--- src/hdl/wake_pkg.sv ---
// package: constants, modes and codes for the wake input detection block
package wake_pkg;

	// ==========================================================
	// clock and filter timing
	localparam int CLK_MHZ = 200;
	localparam int SHORT_FILTER_US = 16;
	localparam int LONG_FILTER_US = 64;
	localparam int SHORT_FILTER_CYC = SHORT_FILTER_US * CLK_MHZ;
	localparam int LONG_FILTER_CYC = LONG_FILTER_US * CLK_MHZ;
	localparam int FILT_CNT_W = 14;

	// ==========================================================
	// pin counts
	localparam int NUM_WAKE = 3;
	localparam int NUM_FAIL = 2;

	// ==========================================================
	// detection field codes
	localparam logic [1:0] DET_STATIC_SHORT = 2'h0;
	localparam logic [1:0] DET_STATIC_LONG = 2'h1;
	localparam logic [1:0] DET_CYCLIC_A = 2'h2;
	localparam logic [1:0] DET_CYCLIC_B = 2'h3;

	// ==========================================================
	// pull field codes
	localparam logic [1:0] PULL_NONE = 2'h0;
	localparam logic [1:0] PULL_DOWN = 2'h1;
	localparam logic [1:0] PULL_UP = 2'h2;
	localparam logic [1:0] PULL_AUTO = 2'h3;

	// ==========================================================
	// chip modes, one-hot
	typedef enum logic [4:0] {
		CHIP_NORMAL = 5'h01,
		CHIP_STOP = 5'h02,
		CHIP_SLEEP = 5'h04,
		CHIP_FAILSAFE = 5'h08,
		CHIP_RESTART = 5'h10
	} chip_mode_type;

	// pins 1 and 2 are the ones gated by measurement mode
	localparam logic [NUM_WAKE-1:0] MEAS_PINS = 3'h3;

endpackage

--- src/hdl/wake_filter.sv ---
// module: one edge filter with a programmable stable time
`timescale 1ns/10ps
module wake_filter
	import wake_pkg::*;
#(
	parameter int CNT_W = wake_pkg::FILT_CNT_W
) (
	input wire logic mclk,
	input wire logic rst_b,
	input wire logic sample_en,
	input wire logic pin_in,
	input wire logic [CNT_W-1:0] filt_len,
	output logic level_ff,
	output logic edge_ff
);

	logic cand_ff;
	logic [CNT_W-1:0] cnt_ff;

	// ==========================================================
	// filter: a crossing starts the timer, a crossing back discards it
	always_ff @(posedge mclk or negedge rst_b) begin
		if (!rst_b) begin
			cand_ff <= 1'b0;
			cnt_ff <= '0;
			level_ff <= 1'b0;
			edge_ff <= 1'b0;
		end else begin
			edge_ff <= 1'b0;
			if (!sample_en) begin
				cnt_ff <= '0; // outside the window no partial timing survives
				cand_ff <= level_ff;
			end else if (pin_in == level_ff) begin
				cnt_ff <= '0; // crossed back: event discarded
				cand_ff <= level_ff;
			end else if (cand_ff != pin_in) begin
				cand_ff <= pin_in; // timer starts on a crossing
				cnt_ff <= '0;
			end else if (cnt_ff >= filt_len - CNT_W'(1)) begin
				level_ff <= pin_in;
				edge_ff <= 1'b1; // either direction is an event
				cnt_ff <= '0;
			end else begin
				cnt_ff <= cnt_ff + CNT_W'(1);
			end
		end
	end

endmodule

--- src/hdl/wake_pull.sv ---
// module: pull source selection for one wake pin
`timescale 1ns/10ps
module wake_pull
	import wake_pkg::*;
(
	input wire logic mclk,
	input wire logic rst_b,
	input wire logic [1:0] pull_sel,
	input wire logic gate,
	input wire logic level,
	output logic pull_up_ff,
	output logic pull_down_ff
);

	// ==========================================================
	// pull decode; auto mode follows the level input, which the top ties to the live pin
	always_ff @(posedge mclk or negedge rst_b) begin
		if (!rst_b) begin
			pull_up_ff <= 1'b0;
			pull_down_ff <= 1'b0;
		end else if (gate) begin
			pull_up_ff <= 1'b0; // measurement turns pulls off
			pull_down_ff <= 1'b0;
		end else begin
			pull_up_ff <= (pull_sel == PULL_UP) || (pull_sel == PULL_AUTO && level);
			pull_down_ff <= (pull_sel == PULL_DOWN) || (pull_sel == PULL_AUTO && !level);
		end
	end

endmodule

--- src/hdl/wake_input_detection.sv ---
// module: wake input detection top, three wake pins and two fail-output pins
`timescale 1ns/10ps
// Notes on behaviour
// - every wake pin reports both rising and falling crossings.
// - wake raises interrupt in normal or stop, wakes chip in sleep or fail-safe.
// - filter timer starts on crossing; crossing back before expiry discards event.
// - detect field picks static short, static long, cyclic timer a or b.
// - pull field picks none, pull-down, pull-up or automatic.
// - automatic mode pulls up on high level, down on low level.
// - per-pin enable bit blocks a pin as wake source.
// - wake from a pin sets its flag in status register a.
// - level bits show live level in normal/stop, sampled level in cyclic.
// - fail-output pins as wake inputs use short filter, report in status b.
// - cyclic pins are evaluated only during their timer on-window.
// - measurement off at reset; route switch closes only in normal mode.
// - measurement turns off pulls of pins 1-2 and freezes their bits.
// - pins 1-2 settings stay stored during measurement but are ignored.
// - measurement plus only pins 1-2 enabled and sleep command gives restart.
// - filter times come from the oscillator clock, short within 12 to 20 us.
module wake_input_detection
	import wake_pkg::*;
#(
	parameter int SHORT_CYC = wake_pkg::SHORT_FILTER_CYC,
	parameter int LONG_CYC = wake_pkg::LONG_FILTER_CYC
) (
	input wire logic mclk,
	input wire logic rst_b,
	input wire logic [wake_pkg::NUM_WAKE-1:0] wake_pin,
	input wire logic [wake_pkg::NUM_FAIL-1:0] fail_pin,
	input wire logic [wake_pkg::NUM_FAIL-1:0] fail_as_wake,
	input wire wake_pkg::chip_mode_type chip_mode,
	input wire logic sleep_cmd,
	input wire logic [wake_pkg::NUM_WAKE-1:0] wake_enable_control,
	input wire logic [wake_pkg::NUM_WAKE-1:0] pull_select_hi,
	input wire logic [wake_pkg::NUM_WAKE-1:0] pull_select_lo,
	input wire logic [wake_pkg::NUM_WAKE-1:0] filter_select_hi,
	input wire logic [wake_pkg::NUM_WAKE-1:0] filter_select_lo,
	input wire logic measure_enable,
	input wire logic cyclic_timer_a_on,
	input wire logic cyclic_timer_b_on,
	input wire logic [wake_pkg::NUM_WAKE-1:0] status_a_clear,
	input wire logic [wake_pkg::NUM_FAIL-1:0] status_b_clear,
	output logic [wake_pkg::NUM_WAKE-1:0] wake_source_status_a,
	output logic [wake_pkg::NUM_FAIL-1:0] wake_source_status_b,
	output logic [wake_pkg::NUM_WAKE+wake_pkg::NUM_FAIL-1:0] pin_level_status,
	output logic [wake_pkg::NUM_WAKE-1:0] pull_up_en,
	output logic [wake_pkg::NUM_WAKE-1:0] pull_down_en,
	output logic measure_route_switch,
	output logic wake_irq,
	output logic wake_up_chip,
	output logic spi_fail_set,
	output logic restart_req
);
	import wake_pkg::*;

	localparam logic [FILT_CNT_W-1:0] SHORT_LEN = FILT_CNT_W'(SHORT_CYC);
	localparam logic [FILT_CNT_W-1:0] LONG_LEN = FILT_CNT_W'(LONG_CYC);

	logic [NUM_WAKE-1:0] wk_level;
	logic [NUM_WAKE-1:0] wk_edge;
	logic [NUM_WAKE-1:0] wk_sample;
	logic [NUM_WAKE-1:0] wk_gate;
	logic [NUM_WAKE-1:0] wk_cyclic;
	logic [NUM_FAIL-1:0] fo_level;
	logic [NUM_FAIL-1:0] fo_edge;
	logic [NUM_WAKE-1:0] wk_hit;
	logic [NUM_FAIL-1:0] fo_hit;
	logic normal_or_stop;
	logic sleepish;
	logic [NUM_WAKE-1:0] wake_status_ff;
	logic [NUM_FAIL-1:0] fail_status_ff;
	logic [NUM_WAKE+NUM_FAIL-1:0] level_ff;
	logic [NUM_WAKE-1:0] pu_ff;
	logic [NUM_WAKE-1:0] pd_ff;
	logic route_ff;
	logic irq_ff;
	logic wakeup_ff;
	logic spi_fail_ff;
	logic restart_ff;
	logic only_meas_src;

	assign normal_or_stop = (chip_mode == CHIP_NORMAL) || (chip_mode == CHIP_STOP);
	assign sleepish = (chip_mode == CHIP_SLEEP) || (chip_mode == CHIP_FAILSAFE);

	// ==========================================================
	// wake pins: gate, window and filter length per pin
	genvar gi;
	generate
		for (gi = 0; gi < NUM_WAKE; gi++) begin : g_wk
			logic [1:0] det;
			logic [FILT_CNT_W-1:0] flen;
			assign det = {filter_select_hi[gi], filter_select_lo[gi]};
			assign wk_gate[gi] = measure_enable && MEAS_PINS[gi]; // settings ignored, still stored
			assign wk_cyclic[gi] = (det == DET_CYCLIC_A) || (det == DET_CYCLIC_B);
			// cyclic pins only look during the assigned timer on-time
			assign wk_sample[gi] = !wk_gate[gi] && ((det == DET_CYCLIC_A) ? cyclic_timer_a_on :
				(det == DET_CYCLIC_B) ? cyclic_timer_b_on : 1'b1);
			assign flen = (det == DET_STATIC_LONG) ? LONG_LEN : SHORT_LEN;

			wake_filter #(
				.CNT_W(FILT_CNT_W)
			) u_filt (
				.mclk(mclk),
				.rst_b(rst_b),
				.sample_en(wk_sample[gi]),
				.pin_in(wake_pin[gi]),
				.filt_len(flen),
				.level_ff(wk_level[gi]),
				.edge_ff(wk_edge[gi])
			);

			wake_pull u_pull (
				.mclk(mclk),
				.rst_b(rst_b),
				.pull_sel({pull_select_hi[gi], pull_select_lo[gi]}),
				.gate(wk_gate[gi]),
				.level(wake_pin[gi]),
				.pull_up_ff(pu_ff[gi]),
				.pull_down_ff(pd_ff[gi])
			);
		end

		// fail-output pins reuse the filter with the fixed short static time
		for (gi = 0; gi < NUM_FAIL; gi++) begin : g_fo
			wake_filter #(
				.CNT_W(FILT_CNT_W)
			) u_filt (
				.mclk(mclk),
				.rst_b(rst_b),
				.sample_en(fail_as_wake[gi]),
				.pin_in(fail_pin[gi]),
				.filt_len(SHORT_LEN),
				.level_ff(fo_level[gi]),
				.edge_ff(fo_edge[gi])
			);
		end
	endgenerate

	assign wk_hit = wk_edge & wake_enable_control & ~wk_gate;
	assign fo_hit = fo_edge & fail_as_wake;

	// ==========================================================
	// sticky wake flags; a new event beats a clear in the same cycle
	always_ff @(posedge mclk or negedge rst_b) begin
		if (!rst_b) begin
			wake_status_ff <= '0;
		end else begin
			wake_status_ff <= (wake_status_ff & ~status_a_clear) | wk_hit;
		end
	end

	always_ff @(posedge mclk or negedge rst_b) begin
		if (!rst_b) begin
			fail_status_ff <= '0;
		end else begin
			fail_status_ff <= (fail_status_ff & ~status_b_clear) | fo_hit;
		end
	end

	// ==========================================================
	// level bits: live in normal/stop, held otherwise and for gated pins
	always_ff @(posedge mclk or negedge rst_b) begin
		if (!rst_b) begin
			level_ff <= '0;
		end else if (normal_or_stop) begin
			for (int i = 0; i < NUM_WAKE; i++) begin
				if (!wk_gate[i]) begin
					// cyclic pins show the filter's last sampled level
					level_ff[i] <= wk_cyclic[i] ? wk_level[i] : wake_pin[i];
				end
			end
			level_ff[NUM_WAKE +: NUM_FAIL] <= fail_pin;
		end
	end

	// ==========================================================
	// measurement route switch, only in normal mode
	always_ff @(posedge mclk or negedge rst_b) begin
		if (!rst_b) begin
			route_ff <= 1'b0;
		end else begin
			route_ff <= measure_enable && (chip_mode == CHIP_NORMAL);
		end
	end

	// ==========================================================
	// wake signalling: interrupt request or chip wake pulse
	always_ff @(posedge mclk or negedge rst_b) begin
		if (!rst_b) begin
			irq_ff <= 1'b0;
			wakeup_ff <= 1'b0;
		end else begin
			irq_ff <= normal_or_stop && (|wk_hit || |fo_hit);
			wakeup_ff <= sleepish && (|wk_hit || |fo_hit);
		end
	end

	// sleep refused when measurement leaves no real wake source
	assign only_meas_src = |(wake_enable_control & MEAS_PINS) && !(|(wake_enable_control & ~MEAS_PINS))
		&& !(|fail_as_wake);

	always_ff @(posedge mclk or negedge rst_b) begin
		if (!rst_b) begin
			spi_fail_ff <= 1'b0;
			restart_ff <= 1'b0;
		end else begin
			spi_fail_ff <= sleep_cmd && measure_enable && only_meas_src;
			restart_ff <= sleep_cmd && measure_enable && only_meas_src;
		end
	end

	assign wake_source_status_a = wake_status_ff;
	assign wake_source_status_b = fail_status_ff;
	assign pin_level_status = level_ff;
	assign pull_up_en = pu_ff;
	assign pull_down_en = pd_ff;
	assign measure_route_switch = route_ff;
	assign wake_irq = irq_ff;
	assign wake_up_chip = wakeup_ff;
	assign spi_fail_set = spi_fail_ff;
	assign restart_req = restart_ff;

endmodule

--- config.mk ---
export PLATFORM = sky130hd
export DESIGN_NAME = wake_input_detection
export DESIGN_NICKNAME = d
export VERILOG_FILES = /design/src/hdl/wake_pkg.sv /design/src/hdl/wake_filter.sv /design/src/hdl/wake_pull.sv /design/src/hdl/wake_input_detection.sv
export SDC_FILE = /design/constraint.sdc
export NUM_CORES = 1
export LEC_CHECK = 0
export ABC_AREA = 0
export BUFFER_PORTS_ARGS = -buffer_cell sky130_fd_sc_hd__buf_2
export CAP_MARGIN = 20
export CORE_ASPECT_RATIO = 1.4
export CORE_MARGIN = 2
export CORE_UTILIZATION = 30
export DETAILED_ROUTE_END_ITERATION = 8
export PLACE_DENSITY = 0.55
export SYNTH_ARGS = -nofsm -noshare
export SYNTH_HDL_FRONTEND = slang
export SYNTH_SLANG_ARGS = --single-unit
--- constraint.sdc ---
create_clock -name mclk -period 2.3 [get_ports mclk]
set_input_delay 0.23 -clock mclk [delete_from_list [all_inputs] [get_ports mclk]]
set_output_delay 0.23 -clock mclk [all_outputs]
set_load 0.01 [all_outputs]
==> results_dict.tcl <==
set metrics [dict create \
    run_status "complete, no violations" \
    finalSetupTns_ns 0 \
    synthToLayoutAreaGrowth_pct 17.46 \
    cts.reportedPaths.clkPinSlew_ns 0.07 \
    min_tclk_post_route_ns 2.065 \
    postSynth.asyncResetShare_pct 100.0 \
    antenna_cells 0 \
    port_buffers 58 \
    share_clk_of_total_power_pct 41.9 \
    drtPass1Iterations 4 \
    mean_instance_size_in_the_synthesized_netlist_um2 10.52 \
    path_max_fanout 14 \
    sw_frac_of_total_pct 22.62 \
    drt-vias-per-instance 4.839 \
    power.combinational.fraction_pct 8.3 \
    grt_first_pass_wirelength_um 18790 \
    worst_slew_pin_slew_ns 0.6295 \
    place.gp.congestion 0.7926 \
    p_switching_uw 891.2 \
    grt_start_max_net_pins 40 \
    power.ir.vdd_worst_uv 393.1 \
    core_area_mm2 0.01719 \
    fmax_ghz 0.4842 \
    critPathKind "reg -> reg" \
    worst_setup_path_end_kind "flop" \
    critical-path-slowest-cell "sky130_fd_sc_hd__a211o_1" \
    drt_drc_violations_left 0 \
    postLayoutSetupSlackWorst_ns 0.2346 \
    synthesis.yosys.warnings 0 \
    hpwl_detailed_um 8284 \
    fp.dieW_um 115.6 \
    grt_setup_unrepaired "false" \
    synth_cell_type_count 59 \
    synth.most_common_cell "sky130_fd_sc_hd__dfrtp_1" \
    start_kind "flop" \
    ctsRootBufferMaster "sky130_fd_sc_hd__clkbuf_16" \
    fin_crit_sh_pct 89.80 \
    route.final.wire_length_um 11250 \
    cellLeakagePower_nw 2.684 \
    synthCells 497 \
    clock_path_buffers 2 \
    cts_tree "yes" \
    synth_area_mm2 0.005230 \
    synth_top_cell_by_area "sky130_fd_sc_hd__dfrtp_1" \
    worst_hold_path_type "in -> reg" \
    finalMaxSlewViolations 0 \
    vias 3895 \
    worstPathRequired_ns 2.55 \
    powerDensity_mw_per_mm2 641.4 \
    cp_data_arrival_time_ns 2.32 \
    power.sequential.fraction_pct 49.8 \
    antenna_violations_before_repair 0 \
    synthTopCellsByArea "sky130_fd_sc_hd__dfrtp_1 50%, sky130_fd_sc_hd__xor2_1 5.0%, sky130_fd_sc_hd__nor2_1 4.4%" \
    row_count 57 \
    dominantRegCellSynth "sky130_fd_sc_hd__dfrtp_1" \
    layout-drive-gt1-share_pct 19.68 \
    crit_path_cell_trace "ha_1 -> a211oi_1 -> o21ai_0 -> a211o_1 -> a21oi_1" \
    clock_tree.htree_level_count 3 \
    drt_first_iter_violations 206 \
    design.final.nets 616 \
    fillCellCount 1674 \
    place.detailed.instances 788 \
    synth_commonest_cells "105 x sky130_fd_sc_hd__dfrtp_1, 61 x sky130_fd_sc_hd__nor2_1, 30 x sky130_fd_sc_hd__xor2_1" \
    cts_post_setup_buffers_inserted 0 \
    synth_seq_cells 105 \
    internal_power_mw 3.049 \
    sequential_to_total_area_share_from_yosys_stat_pct 50.24 \
    total_power_mw 3.940 \
    routedWlPerCell_um 13.98 \
    setup_violations 0 \
    grt_pass1_vias 3953 \
    design.portCount 59 \
    max_cap_violations 0 \
    grtUsageTotal_pct 12.57 \
    synth_enable_flop_cells 0 \
    antenna_violating_nets_post_route 0 \
    dieArea_mm2 0.01852 \
    skew_ns 0.007939 \
    cts_inserted_buffers 9 \
    insertion_delay_ns 0.34 \
    initial_core_util_pct 30.43 \
    yosys.area.top_type_share_pct 50.24 \
    dp_slack_ns 0.1177 \
    clock_sink_count 105 \
    floorplan.die.height_um 160.2 \
    worst_slew_margin_rel_pct 58.03 \
    final-instance-count-excl-fill 805 \
    grt_overflow 0 \
    finalHoldViolations 0 \
    max_stage_delay_on_crit_path_ns 0.58 \
]
[kinds of logic after synthesis]
family / count (synthesis) / synth area share (%)
buf+inv: 27 / 2.727
flops: 105 / 50.24
simple gates: 217 / 22.11
fa+ha+maj: 14 / 3.349
other cells: 1 / 0.07170
mux: 16 / 3.349
xor+xnor: 53 / 8.875
compound gates: 64 / 9.283
[path summary, 6_finish.rpt]
| check | slack [ns] | cells past startpoint | to | startpoint |
|---|---|---|---|---|
| max | 0.23 | 5 | g_wk[2].u_filt.cnt_ff[13]$_DFF_PN0_ | g_wk[2].u_filt.cnt_ff[8]$_DFF_PN0_ |
| min | 0.06 | 2 | wake_source_status_b[1]$_DFF_PN0_ | status_b_clear[1] |
| max reg2reg | 0.23 | 5 | g_wk[2].u_filt.cnt_ff[13]$_DFF_PN0_ | g_wk[2].u_filt.cnt_ff[8]$_DFF_PN0_ |
| min reg2reg | 0.45 | 1 | g_fo[1].u_filt.cnt_ff[0]$_DFF_PN0_ | g_fo[1].u_filt.cnt_ff[0]$_DFF_PN0_ |
| max in group asynchronous | 1.20 | 3 | g_wk[2].u_filt.cnt_ff[3]$_DFF_PN0_ | rst_b |
| min in group asynchronous | 0.41 | 2 | g_fo[1].u_filt.cand_ff$_DFFE_PN0P_ | rst_b |
[per-stage QoR]
stage               util (%)  cell area, µm²  hold slack (ns)
finish                 35.74            6143          0.06118
global route           35.74            6143          0.06948
CTS                    35.74            6143          0.05116
detailed placement     33.81            5812           0.2585
global placement       33.81            5812           0.2456
floorplan                  -            5241         -0.06559
[power by group through the flow]
| stage | logic (mW) | clock network, mW | registers [mW] |
|---|---|---|---|
| floorplan | 0.165 | 0 | 2.00 |
| global placement | 0.326 | 0 | 1.99 |
| CTS | 0.335 | 1.70 | 1.96 |
| detailed placement | 0.331 | 0 | 2.00 |
| global route | 0.370 | 1.79 | 1.97 |
| finish | 0.327 | 1.65 | 1.96 |
[routing by layer]
metal,GRT usage [%],wire length (µm)
met3,2.619,474
met5,0,0
met1,15.42,5037
met2,21.50,5532
met4,4.491,208
[critical path, delay by kind of cell (launching register included)]
kind                     cells  cell delay (ns)
AO/OA/AOI/OAI                4             1.20
flip-flops                   1             0.45
adder cells (fa/ha/maj)      1             0.34
[flip-flops by register name, indices dropped and copies added, names as in the netlist]
register / cells
wake_source_status_a: 3
g_wk.u_pull.pull_down_ff: 3
wake_up_chip: 1
g_wk.u_pull.pull_up_ff: 3
measure_route_switch: 1
g_fo.u_filt.edge_ff: 2
wake_irq: 1
g_wk.u_filt.edge_ff: 3
g_wk.u_filt.cnt_ff: 42
g_wk.u_filt.level_ff: 3
pin_level_status: 5
g_fo.u_filt.level_ff: 2
wake_source_status_b: 2
g_wk.u_filt.cand_ff: 3
g_fo.u_filt.cnt_ff: 28
spi_fail_set: 1
g_fo.u_filt.cand_ff: 2
[layout by cell type, fill, tap and decap left out, types with 12 or more instances in the layout]
cell	instances
sky130_fd_sc_hd__mux2_2	12
sky130_fd_sc_hd__xor2_1	30
sky130_fd_sc_hd__xnor2_1	23
sky130_fd_sc_hd__inv_1	12
sky130_fd_sc_hd__nor2_1	61
sky130_fd_sc_hd__ha_1	14
sky130_fd_sc_hd__nand2_1	29
sky130_fd_sc_hd__buf_2	57
sky130_fd_sc_hd__dfrtp_1	105
sky130_fd_sc_hd__and3_1	16
sky130_fd_sc_hd__nand3_1	25
sky130_fd_sc_hd__nand4_1	14
[layout make-up]
type	instances	area (µm²)	area share (%)
Sequential cell	105	2628	42.77
Clock buffer	11	242.7	3.951
Clock inverter	5	78.83	1.283
Inverter	12	45.04	0.7332
Timing Repair Buffer	68	382.9	6.232
Multi-Input combinational cell	368	2471	40.22
Tap cell	236	295.3	4.807
[repair_timing]
action | 4_1_cts | 5_1_grt
endpoints found under the setup margin | 0 | 0
gates resized for setup | 0 | 0
hold buffers | 1 | 0
endpoints found under the hold margin | 36 | 0
No activity file was read; power rests on OpenSTA's default activity.
